===== config.mk =====
export PLATFORM = sky130hd
export DESIGN_NAME = i2c_data_address_regs
export DESIGN_NICKNAME = d
export VERILOG_FILES = /design/src/i2c_regs_pkg.sv /design/src/i2c_data_address_regs.sv /design/src/byte_fifo.sv /design/src/scl_tick_gen.sv
export SDC_FILE = /design/constraint.sdc
export NUM_CORES = 1
export LEC_CHECK = 0
export BUFFER_PORTS_ARGS = -buffer_cell sky130_fd_sc_hd__clkbuf_2
export CAP_MARGIN = 25
export CORE_ASPECT_RATIO = 0.6
export CORE_UTILIZATION = 57
export CTS_BUF_LIST = sky130_fd_sc_hd__clkbuf_4 sky130_fd_sc_hd__clkbuf_8 sky130_fd_sc_hd__clkbuf_16
export DETAILED_ROUTE_END_ITERATION = 16
export PLACE_DENSITY = 0.78
export SYNTH_ARGS = -nofsm -noshare
export SYNTH_HDL_FRONTEND = slang
export SYNTH_SLANG_ARGS = --single-unit

===== constraint.sdc =====
create_clock -name aclk -period 4.2 [get_ports aclk]
set_clock_uncertainty 0.2 [all_clocks]
set_input_delay 0.84 -clock aclk [delete_from_list [all_inputs] [get_ports aclk]]
set_output_delay 0.84 -clock aclk [all_outputs]
set_load 0.05 [all_outputs]

===== src/i2c_regs_pkg.sv =====
`default_nettype none

package i2c_regs_pkg;

	// ----------------------------------------
	// Timing
	// ----------------------------------------
	localparam int CLK_NS       = 10;
	localparam int SCL_HALF_NS  = 1250;
	localparam int SCL_HALF_CYC = (SCL_HALF_NS + CLK_NS - 1) / CLK_NS;
	localparam int RATE_STEPS   = 7;

	// ----------------------------------------
	// Register map and bus answers
	// ----------------------------------------
	localparam int         ADDR_W          = 8;
	localparam logic [7:0] OFF_CONTROL_ONE = 8'h00;
	localparam logic [7:0] OFF_SHIFT_BUF   = 8'h04;
	localparam logic [7:0] OFF_OWN_ADDRESS = 8'h08;
	localparam logic [7:0] OFF_CONTROL_TWO = 8'h0C;
	localparam logic [7:0] OFF_STATUS      = 8'h10;
	localparam logic [1:0] RESP_OKAY       = 2'h0;
	localparam logic [1:0] RESP_SLVERR     = 2'h2;

	// ----------------------------------------
	// Field positions and values
	// ----------------------------------------
	localparam int         CO_SMD      = 3;
	localparam int         CO_RATE     = 0;
	localparam int         RATE_W      = 3;
	localparam int         OA_FREE     = 0;
	localparam int         OA_ADDR     = 1;
	localparam int         DIR_BIT     = 0;
	localparam int         C2_MASTER   = 7;
	localparam int         C2_TRX      = 6;
	localparam int         C2_START    = 5;
	localparam int         C2_CLEAR    = 4;
	localparam int         C2_ENABLE   = 3;
	localparam int         C2_SWRES    = 0;
	localparam int         SR_MASTER   = 7;
	localparam int         SR_TRX      = 6;
	localparam int         SR_BUSY     = 5;
	localparam int         SR_IDLE     = 4;
	localparam int         SR_ADDRESSED = 2;
	localparam int         SR_GCALL    = 1;
	localparam int         SR_LAST     = 0;
	localparam logic [1:0] SWRES_ARM   = 2'h2;
	localparam logic [1:0] SWRES_FIRE  = 2'h1;
	localparam logic [2:0] RATE_RESET  = 3'h0;
	localparam logic [7:0] BYTE_RESET  = 8'h00;
	localparam logic [7:0] GCALL_BYTE  = 8'h00;
	localparam logic [3:0] LAST_BIT    = 4'h7;
	localparam logic [3:0] ACK_SLOT    = 4'h8;

	typedef enum logic [2:0] {
		E_IDLE,
		E_START,
		E_LOAD,
		E_BITS,
		E_WAIT,
		E_STOP,
		E_IGNORE
	} engine_state_t;

endpackage

`default_nettype wire


===== src/i2c_data_address_regs.sv =====
// Notes on behaviour
// - Slave-match disable low enables own-address match and general call detection.
// - In free-data format the slave-match disable bit does nothing.
// - Three-bit rate code 000..111 selects SCL divider n from 0 to 7.
// - Rate selection in effect after reset is code 000.
// - Received serial bits assemble into the buffer byte aligned at the LSB.
// - Transmit bytes leave most significant bit first.
// - Address byte: bits 7..1 target address, bit 0 direction, 1 master receives.
// - An all-zero address byte goes out as a general call.
// - Any buffer read, or buffer write with strobe bit 0 set, releases the pending byte and starts the next.
// - Only hardware reset clears the buffer byte; soft reset keeps it.
// - Own-address bits 7..1 hold the address answered as slave.
// - Own-address bit 0 set selects free-data format without addressing.
// - In free-data format a master only transmits, a slave only receives.
`timescale 1ns/1ps
`default_nettype none

module i2c_data_address_regs
	import i2c_regs_pkg::*;
#(
	parameter int HALF_BASE  = SCL_HALF_CYC,
	parameter int FIFO_DEPTH = 8
)
(
	input  wire logic              aclk,
	input  wire logic              aresetn,
	input  wire logic              ce,
	input  wire logic [ADDR_W-1:0] awaddr,
	input  wire logic              awvalid,
	output logic                   awready,
	input  wire logic [31:0]       wdata,
	input  wire logic [3:0]        wstrb,
	input  wire logic              wvalid,
	output logic                   wready,
	output logic [1:0]             bresp,
	output logic                   bvalid,
	input  wire logic              bready,
	input  wire logic [ADDR_W-1:0] araddr,
	input  wire logic              arvalid,
	output logic                   arready,
	output logic [31:0]            rdata,
	output logic [1:0]             rresp,
	output logic                   rvalid,
	input  wire logic              rready,
	input  wire logic              scl_i,
	output logic                   scl_o,
	output logic                   scl_oe,
	input  wire logic              sda_i,
	output logic                   sda_o,
	output logic                   sda_oe
);
	// ----------------------------------------
	// State
	// ----------------------------------------
	typedef struct packed {
		logic [1:0]    scl_sync;
		logic [1:0]    sda_sync;
		logic          scl_prev;
		logic          sda_prev;
		logic          aw_got;
		logic          w_got;
		logic [7:0]    aw_addr;
		logic [7:0]    w_byte;
		logic          w_en;
		logic          bvalid;
		logic [1:0]    bresp;
		logic          rvalid;
		logic [1:0]    rresp;
		logic [7:0]    rbyte;
		logic          smd;
		logic [2:0]    rate;
		logic [6:0]    own_addr;
		logic          free_fmt;
		logic [7:0]    buf_byte;
		logic          master;
		logic          trx;
		logic          enable;
		logic          stop_req;
		logic          swres_armed;
		engine_state_t st;
		logic          phase;
		logic [3:0]    bitcnt;
		logic [7:0]    shreg;
		logic          sda_drv;
		logic          scl_drv;
		logic          scl_pin;
		logic          pending;
		logic          busy;
		logic          addr_phase;
		logic          addressed;
		logic          gcall;
		logic          last_bit;
	} state_t;

	state_t     s;
	state_t     n;
	logic       scl_s;
	logic       sda_s;
	logic       scl_rise;
	logic       scl_fall;
	logic       start_det;
	logic       stop_det;
	logic       tick;
	logic       tick_run;
	logic       is_tx;
	logic       match_en;
	logic       smp;
	logic       drv_evt;
	logic       drv_val;
	logic [7:0] new_sh;
	logic       fifo_push;
	logic       fifo_ready;
	logic       fifo_valid;
	logic       fifo_pop;
	logic [7:0] fifo_data;
	logic       wr_buf;
	logic       do_write;
	logic       release_req;
	logic       cmd_start;
	logic       soft_reset;

	// ----------------------------------------
	// Line events and bit timing helpers
	// ----------------------------------------
	// Only the second sync stage feeds any logic
	assign scl_s     = s.scl_sync[1];
	assign sda_s     = s.sda_sync[1];
	assign scl_rise  = scl_s && !s.scl_prev;
	assign scl_fall  = !scl_s && s.scl_prev;
	assign start_det = scl_s && s.scl_prev && !sda_s && s.sda_prev;
	assign stop_det  = scl_s && s.scl_prev && sda_s && !s.sda_prev;
	assign tick_run  = s.master && (s.st == E_START || s.st == E_BITS
		|| s.st == E_STOP);
	// Master paces bits from ticks, slave follows the line
	assign smp       = s.master ? (tick && s.phase && scl_s) : scl_rise;
	assign drv_evt   = s.master ? (tick && !s.phase) : scl_fall;
	assign is_tx     = s.addr_phase ? s.master : s.trx;
	assign match_en  = !s.smd && !s.free_fmt;
	assign new_sh    = {s.shreg[6:0], is_tx ? 1'b0 : sda_s};
	// Receiver acks unless an unaddressed slave is still on the address
	assign drv_val   = (s.bitcnt == ACK_SLOT)
		? (!is_tx && (!s.addr_phase || s.addressed))
		: (is_tx && !s.shreg[7]);

	// ----------------------------------------
	// Sub-blocks
	// ----------------------------------------
	// Transmit bytes queue here; a full queue stalls the write response
	byte_fifo #(
		.WIDTH (8),
		.DEPTH (FIFO_DEPTH)
	) u_tx_fifo (
		.aclk      (aclk),
		.aresetn   (aresetn),
		.ce        (ce),
		.in_valid  (fifo_push),
		.in_ready  (fifo_ready),
		.in_data   (s.w_byte),
		.out_valid (fifo_valid),
		.out_ready (fifo_pop),
		.out_data  (fifo_data)
	);

	scl_tick_gen #(
		.CNT_W     (16),
		.HALF_BASE (HALF_BASE)
	) u_tick (
		.aclk    (aclk),
		.aresetn (aresetn),
		.ce      (ce),
		.run     (tick_run),
		.rate    (s.rate),
		.tick    (tick)
	);

	// ----------------------------------------
	// Next state
	// ----------------------------------------
	always_comb
	begin
		n = s;
		fifo_pop = 1'b0;
		release_req = 1'b0;
		cmd_start = 1'b0;
		soft_reset = 1'b0;
		n.scl_sync = {s.scl_sync[0], scl_i};
		n.sda_sync = {s.sda_sync[0], sda_i};
		n.scl_prev = s.scl_sync[1];
		n.sda_prev = s.sda_sync[1];

		// Read channel: one-cycle answer, held until taken
		if (s.rvalid && rready)
			n.rvalid = 1'b0;
		if (arvalid && arready)
		begin
			n.rvalid = 1'b1;
			n.rresp = RESP_OKAY;
			n.rbyte = '0;
			case (araddr)
				OFF_CONTROL_ONE:
				begin
					n.rbyte[CO_SMD] = s.smd;
					n.rbyte[CO_RATE +: RATE_W] = s.rate;
				end
				OFF_SHIFT_BUF:
				begin
					n.rbyte = s.buf_byte;
					release_req = 1'b1;
				end
				OFF_OWN_ADDRESS:
				begin
					n.rbyte[OA_ADDR +: 7] = s.own_addr;
					n.rbyte[OA_FREE] = s.free_fmt;
				end
				OFF_STATUS:
				begin
					n.rbyte[SR_MASTER] = s.master;
					n.rbyte[SR_TRX] = s.trx;
					n.rbyte[SR_BUSY] = s.busy;
					n.rbyte[SR_IDLE] = !s.pending;
					n.rbyte[SR_ADDRESSED] = s.addressed;
					n.rbyte[SR_GCALL] = s.gcall;
					n.rbyte[SR_LAST] = s.last_bit;
				end
				OFF_CONTROL_TWO:
					n.rresp = RESP_OKAY;
				default:
					n.rresp = RESP_SLVERR;
			endcase
		end

		// Write channels latch independently, then commit together
		if (s.bvalid && bready)
			n.bvalid = 1'b0;
		if (awvalid && awready)
		begin
			n.aw_got = 1'b1;
			n.aw_addr = awaddr;
		end
		if (wvalid && wready)
		begin
			n.w_got = 1'b1;
			n.w_byte = wdata[7:0];
			n.w_en = wstrb[0];
		end
		if (do_write)
		begin
			n.aw_got = 1'b0;
			n.w_got = 1'b0;
			n.bvalid = 1'b1;
			n.bresp = RESP_OKAY;
			case (s.aw_addr)
				OFF_CONTROL_ONE:
				if (s.w_en)
				begin
					n.smd = s.w_byte[CO_SMD];
					n.rate = s.w_byte[CO_RATE +: RATE_W];
				end
				OFF_SHIFT_BUF:
					release_req = release_req || s.w_en;
				OFF_OWN_ADDRESS:
				if (s.w_en)
				begin
					n.own_addr = s.w_byte[OA_ADDR +: 7];
					n.free_fmt = s.w_byte[OA_FREE];
				end
				OFF_CONTROL_TWO:
				if (s.w_en)
				begin
					n.master = s.w_byte[C2_MASTER];
					n.trx = s.w_byte[C2_TRX];
					n.enable = s.w_byte[C2_ENABLE];
					release_req = release_req || s.w_byte[C2_CLEAR];
					cmd_start = s.w_byte[C2_START] && !s.busy;
					if (!s.w_byte[C2_START] && s.busy && s.master)
						n.stop_req = 1'b1;
					// Two-step key keeps a stray write from resetting
					if (s.w_byte[C2_SWRES +: 2] == SWRES_ARM)
						n.swres_armed = 1'b1;
					else if (s.w_byte[C2_SWRES +: 2] == SWRES_FIRE)
					begin
						soft_reset = s.swres_armed;
						n.swres_armed = 1'b0;
					end
				end
				OFF_STATUS:
					n.bresp = RESP_OKAY;
				default:
					n.bresp = RESP_SLVERR;
			endcase
		end

		// Byte engine
		case (s.st)
			// Start may come in the same write that sets master and enable
			E_IDLE:
			if (cmd_start && n.master && n.enable)
			begin
				n.sda_drv = 1'b1;
				n.busy = 1'b1;
				n.phase = 1'b0;
				n.st = E_START;
				n.addr_phase = !s.free_fmt;
				if (s.free_fmt)
					n.trx = 1'b1;
			end
			E_START:
			if (tick)
			begin
				n.scl_drv = 1'b1;
				n.st = E_LOAD;
			end
			E_LOAD:
			if (!is_tx || fifo_valid)
			begin
				fifo_pop = is_tx;
				n.shreg = is_tx ? fifo_data : '0;
				if (s.master && s.addr_phase)
					n.trx = !fifo_data[DIR_BIT];
				n.bitcnt = '0;
				n.phase = 1'b0;
				n.st = E_BITS;
				if (!s.master)
				begin
					n.scl_drv = 1'b0;
					n.sda_drv = is_tx && !fifo_data[7];
				end
			end
			E_BITS:
			if (smp)
			begin
				if (s.master)
				begin
					n.scl_drv = 1'b1;
					n.phase = 1'b0;
				end
				if (s.bitcnt == ACK_SLOT)
				begin
					// SDA holds through the SCL fall; next drive event moves it
					n.last_bit = sda_s;
					if (!is_tx)
						n.buf_byte = s.shreg;
					if (!s.master && s.addr_phase && !s.addressed)
					begin
						n.sda_drv = 1'b0;
						n.st = E_IGNORE;
					end
					else
					begin
						n.pending = 1'b1;
						n.st = E_WAIT;
						n.addr_phase = 1'b0;
						if (!s.master && s.addr_phase)
							n.trx = s.shreg[DIR_BIT] && !s.gcall;
					end
				end
				else
				begin
					n.shreg = new_sh;
					n.bitcnt = s.bitcnt + 4'h1;
					if (!s.master && s.addr_phase && s.bitcnt == LAST_BIT)
					begin
						n.gcall = match_en && new_sh == GCALL_BYTE;
						n.addressed = match_en
							&& (new_sh[7:OA_ADDR] == s.own_addr
							|| new_sh == GCALL_BYTE);
					end
				end
			end
			else if (drv_evt)
			begin
				n.sda_drv = drv_val;
				if (s.master)
				begin
					n.scl_drv = 1'b0;
					n.phase = 1'b1;
				end
			end
			E_WAIT:
			begin
				// Slave stretches only once the master has pulled SCL low
				if (!s.master && scl_fall)
				begin
					n.scl_drv = 1'b1;
					n.sda_drv = 1'b0;
				end
				if (release_req)
				begin
					n.pending = 1'b0;
					n.st = E_LOAD;
				end
				else if (s.stop_req && s.master)
				begin
					n.pending = 1'b0;
					n.stop_req = 1'b0;
					n.sda_drv = 1'b1;
					n.phase = 1'b0;
					n.st = E_STOP;
				end
			end
			E_STOP:
			if (tick)
			begin
				if (!s.phase)
				begin
					n.scl_drv = 1'b0;
					n.phase = 1'b1;
				end
				else if (scl_s)
				begin
					n.sda_drv = 1'b0;
					n.st = E_IDLE;
				end
			end
			E_IGNORE:
				n.sda_drv = 1'b0;
			default:
				n.st = E_IDLE;
		endcase

		// Bus monitor; an enabled slave restarts on any start condition
		if (start_det)
			n.busy = 1'b1;
		if (stop_det)
		begin
			n.busy = 1'b0;
			n.stop_req = 1'b0;
			if (!s.master)
			begin
				n.st = E_IDLE;
				n.scl_drv = 1'b0;
				n.sda_drv = 1'b0;
				n.pending = 1'b0;
			end
		end
		else if (start_det && !s.master && s.enable)
		begin
			n.st = E_BITS;
			n.bitcnt = '0;
			n.shreg = '0;
			n.addr_phase = !s.free_fmt;
			n.trx = 1'b0;
			n.addressed = 1'b0;
			n.gcall = 1'b0;
			n.pending = 1'b0;
			n.scl_drv = 1'b0;
			n.sda_drv = 1'b0;
		end

		// Soft reset clears the engine but keeps the buffer byte
		if (soft_reset)
		begin
			n.st = E_IDLE;
			n.master = 1'b0;
			n.trx = 1'b0;
			n.enable = 1'b0;
			n.busy = 1'b0;
			n.pending = 1'b0;
			n.stop_req = 1'b0;
			n.scl_drv = 1'b0;
			n.sda_drv = 1'b0;
			n.addressed = 1'b0;
			n.gcall = 1'b0;
			n.addr_phase = 1'b0;
		end

		// SCL lets go one clock after SDA moves, so data has setup time
		n.scl_pin = n.scl_drv || s.scl_drv;
	end

	// ----------------------------------------
	// Registers
	// ----------------------------------------
	// Hardware reset is the only path that clears the buffer byte
	always_ff @(posedge aclk)
	begin
		if (!aresetn)
		begin
			s <= '0;
			s.rate <= RATE_RESET;
			s.buf_byte <= BYTE_RESET;
		end
		else if (ce)
			s <= n;
	end

	// ----------------------------------------
	// Outputs
	// ----------------------------------------
	// Buffer writes wait for FIFO room, which back-pressures the master
	assign wr_buf    = s.aw_addr == OFF_SHIFT_BUF && s.w_en;
	assign do_write  = s.aw_got && s.w_got && !s.bvalid
		&& (!wr_buf || fifo_ready);
	assign fifo_push = do_write && wr_buf;
	assign awready   = !s.aw_got;
	assign wready    = !s.w_got;
	assign bvalid    = s.bvalid;
	assign bresp     = s.bresp;
	assign arready   = !s.rvalid;
	assign rvalid    = s.rvalid;
	assign rresp     = s.rresp;
	assign rdata     = {24'h00_0000, s.rbyte};
	// Open-drain: pins only ever pull low
	assign scl_o     = 1'b0;
	assign sda_o     = 1'b0;
	assign scl_oe    = s.scl_pin;
	assign sda_oe    = s.sda_drv;

endmodule

`default_nettype wire


===== src/byte_fifo.sv =====
`timescale 1ns/1ps
`default_nettype none

module byte_fifo
#(
	parameter int WIDTH = 8,
	parameter int DEPTH = 8
)
(
	input  wire logic             aclk,
	input  wire logic             aresetn,
	input  wire logic             ce,
	input  wire logic             in_valid,
	output logic                  in_ready,
	input  wire logic [WIDTH-1:0] in_data,
	output logic                  out_valid,
	input  wire logic             out_ready,
	output logic [WIDTH-1:0]      out_data
);
	localparam int AW = $clog2(DEPTH);

	generate
		if (DEPTH < 2 || (DEPTH & (DEPTH - 1)) != 0)
		begin : g_bad_depth
			$error("byte_fifo depth must be a power of two");
		end
	endgenerate

	typedef struct packed {
		logic [DEPTH-1:0][WIDTH-1:0] mem;
		logic [AW-1:0]               wr;
		logic [AW-1:0]               rd;
		logic [AW:0]                 count;
		logic                        out_valid;
		logic [WIDTH-1:0]            out_data;
	} fifo_state_t;

	fifo_state_t s;
	fifo_state_t next_s;
	logic        push;
	logic        pop;

	// Output word is a register; refilled when empty or taken
	assign in_ready  = s.count != (AW + 1)'(DEPTH);
	assign out_valid = s.out_valid;
	assign out_data  = s.out_data;

	// Pointer, count and output stage update
	always_comb
	begin
		next_s = s;
		push = in_valid && in_ready;
		pop = (!s.out_valid || out_ready) && s.count != '0;
		if (out_ready)
			next_s.out_valid = 1'b0;
		if (pop)
		begin
			next_s.out_data = s.mem[s.rd];
			next_s.out_valid = 1'b1;
			next_s.rd = s.rd + 1'b1;
		end
		if (push)
		begin
			next_s.mem[s.wr] = in_data;
			next_s.wr = s.wr + 1'b1;
		end
		next_s.count = s.count + (AW + 1)'(push) - (AW + 1)'(pop);
	end

	always_ff @(posedge aclk)
	begin
		if (!aresetn)
			s <= '0;
		else if (ce)
			s <= next_s;
	end

endmodule

`default_nettype wire


===== src/scl_tick_gen.sv =====
`timescale 1ns/1ps
`default_nettype none

module scl_tick_gen
#(
	parameter int CNT_W     = 16,
	parameter int HALF_BASE = 125
)
(
	input  wire logic       aclk,
	input  wire logic       aresetn,
	input  wire logic       ce,
	input  wire logic       run,
	input  wire logic [2:0] rate,
	output logic            tick
);
	generate
		if (HALF_BASE < 1 || (HALF_BASE << 7) >= (1 << CNT_W))
		begin : g_bad_base
			$error("scl_tick_gen half period does not fit counter");
		end
	endgenerate

	typedef struct packed {
		logic [CNT_W-1:0] cnt;
		logic             tick;
	} tick_state_t;

	tick_state_t      s;
	tick_state_t      next_s;
	logic [CNT_W-1:0] limit;

	// Half period doubles with each rate step
	assign limit = CNT_W'(HALF_BASE) << rate;
	assign tick  = s.tick;

	// Counter restarts whenever the engine stops needing ticks
	always_comb
	begin
		next_s = s;
		next_s.tick = 1'b0;
		if (!run)
			next_s.cnt = '0;
		else if (s.cnt >= limit - 1'b1)
		begin
			next_s.cnt = '0;
			next_s.tick = 1'b1;
		end
		else
			next_s.cnt = s.cnt + 1'b1;
	end

	always_ff @(posedge aclk)
	begin
		if (!aresetn)
			s <= '0;
		else if (ce)
			s <= next_s;
	end

endmodule

`default_nettype wire


==> run metrics <==
Core Util, Final=64.5%; Setup crit start kind=flop; first-pass GRT wire length=41.1 mm; slowest CP cell=or4b_1; CP Cell Sequence=nand2b_1, or4b_1, a22oi_1, ha_1, inv_1, ha_1, inv_1, fa_1, xor2_1, nor2_1, a21oi_1, nor2_1; ys async rst share=0%; number of routed nets with antenna violations=0; Pint=2870 uW; Ant. Diodes=0; worst hold margin=0.258 ns; Max Root-Sink Buffers=2; Synth Flop Type=dfxtp_1; Slew Viols, Final=0; mean area per synthesized cell=8.75 sq um; post-synthesis sequential area ratio=38.0%; Post-CTS Setup Bufs=0; Multi-input gate area=0.00552 sq mm; critical path class=flop to flop; CP Data Required Time=4.30 ns; die height=104 microns; layout cell share with drive strength beyond 1=14.0%; Sequential Area=0.00374 sq mm; Clk Latency, worst-skew pair=0.44 ns; synth top area cells=dfxtp_1 38%, mux2i_1 7.2%, nand2_1 4.7%; CP top delay family=simple AND/OR/NAND/NOR gates; P_sw=1250 uW; DRT iter0 DRCs=1088; Flop pwr share=46.9%; crit path time final=3.35 ns; worst path bufs/invs=2; vias in the first global route=7566; Max Fclk=0.299 GHz; DRT Pass-1 Iters=6; pin count of the biggest net entering global routing=83; remaining global-route overflow=0; CP arrival=3.44 ns; initial antenna violation count=0; core area=0.0166 sq mm; Clock transition at path regs=0.07 ns; I/O Buffers=51; Synth Instances=1126; MaxCap Viol Count=0; LEAKAGE=0.00406 uW; clock buffer count from CTS=17; clk root buf=clkbuf_16; slowest stage delay, CP=0.67 ns; crit end category=flop; Worst R2R Start=s[24]; clk sinks=187; Area Overhead vs Synth=8.40%; routability cong.=0.980; vias per inst=6.10; nets@finish=1239; Cell variety after synth=85; fillcell total=1352; Hold-fix buffers, CTS=0; status=complete, no violations; Clock Power Share=37.8%; most numerous cell in the Yosys netlist=dfxtp_1; Sw Share=30.3%; fin crit share=79.7%; Post-synth EDFFs=0; Die Wd=172 microns; CTS resizes=0; Vias=8456; Sum Neg Setup Slack=0 ns; row count=36; hold wc startpoint=u_tx_fifo.s[70]; worst-path fanout max=16; cell area after synthesis=0.00986 sq mm; PwrDens=386 mW/mm^2; Yosys warning count=0; Worst Tran Pin Value=1.01 ns; Gate power share=15.3%; post-DP HPWL=18.0 mm; FF+latch count, synth=187; detailed-route wire length=25.5 mm; Finish-stage setup viols=0; starting density of the core=59.5%; drc violations=0; worst rel slew slack=32.0%; # IOs=107; gr usage total=29.5%; Hold Crit Class=flop to flop; final hold vios=0; worst setup path start=s[24]; DIE AREA=0.0178 sq mm; most frequent cells after synthesis=187 x dfxtp_1, 123 x nand2_1, 106 x nor2_1; H-tree depth=4; Worst VDD drop=0.326 mV; post-synth top area cell=dfxtp_1; CTS tree=yes; post-synth top area share=38.0%; Wirelength per Cell=18.4 microns; unrepaired setup endpoints after global routing=no
cell type report:
type	count	area share (%)
flip-flops and latches	187	35.0
clock buffers	17	3.98
well taps	228	2.67
repair buffers	75	4.26
multi-input cells	833	51.7
clock inverters	14	1.23
inverters	33	1.16
sequential cells by signal, summed over array words and instances (netlist names):
register             cells
bresp                    1
bvalid                   1
n                        4
new_sh                   7
rdata                    8
rresp                    1
rvalid                   1
s                       62
scl_oe                   1
sda_oe                   1
u_tick.s                16
u_tick.tick              1
u_tx_fifo.out_data       8
u_tx_fifo.out_valid      1
u_tx_fifo.s             74
metal layers:
metal	up-vias	routed length (microns)	part of all wire (%)	track usage [%]
met5	-	63	0.25	2.90
met4	2	282	1.1	6.26
met3	34	2610	10	9.25
met2	416	10300	40	38.8
met1	3963	12300	48	45.8
li1	4041	-	-	-
kinds of logic after synthesis:
family | count (synthesis) | share of synthesized area [%]
AOI/OAI and AO/OA | 236 | 16.0
other | 2 | 0.0762
muxes | 88 | 11.0
DFF | 187 | 38.0
and+or+nand+nor | 430 | 22.2
buffers and inverters | 134 | 7.15
xor gates and xnor gates | 19 | 1.69
adders and majority gates | 30 | 3.88
per-stage QoR:
step / std cells / setup WS (ns) / power, uW / area [sq um]
4_1_cts: 1387 / 0.917 / 4130 / 10700
3_3_place_gp: 1355 / 0.977 / 2550 / 10100
2_1_floorplan: 1154 / 1.29 / 2440 / 9960
6_report: 1387 / 0.851 / 4120 / 10700
3_5_place_dp: 1356 / 0.945 / 2600 / 10100
5_1_grt: 1387 / 0.631 / 4290 / 10700
power by group through the flow:
| stage | clock, uW | sequential (uW) | combinational [uW] |
|---|---|---|---|
| after global placement | 0 | 2000 | 549 |
| after CTS | 1570 | 1930 | 630 |
| after global routing | 1650 | 1940 | 690 |
| final | 1560 | 1930 | 630 |
| after floorplan | 0 | 1920 | 518 |
| after detailed placement | 0 | 1970 | 624 |
path summary, 6_finish.rpt:
check                         end  slack (ns)  depth (start not counted)
setup / recovery  u_tx_fifo.s[11]        0.85                         12
hold / removal    u_tx_fifo.s[70]        0.26                          2
setup reg to reg  u_tx_fifo.s[11]        0.85                         12
hold reg to reg   u_tx_fifo.s[70]        0.26                          2
placed cells by master, fill, tap and decap left out, types with 15 or more instances in the layout:
cell type,Yosys,routed
nor3_1,18,18
a21oi_1,53,53
mux2i_1,71,71
mux4_2,16,16
conb_1,2,30
o21ai_1,22,22
nor2_1,106,106
a22oi_1,18,18
nor2b_1,15,15
clkbuf_16,0,17
buf_4,40,23
nand2_1,123,123
nand3_1,74,74
clkbuf_2,0,50
ha_1,29,29
dfxtp_1,187,187
inv_1,32,32
o21ai_0,38,38
tightest hold or removal path, cell delays in order (launching register included):
cell and delay [ns]:
dfxtp_1 0.31, nand2_1 0.05, mux2i_1 0.05
No activity file was read; power rests on OpenSTA's default activity.
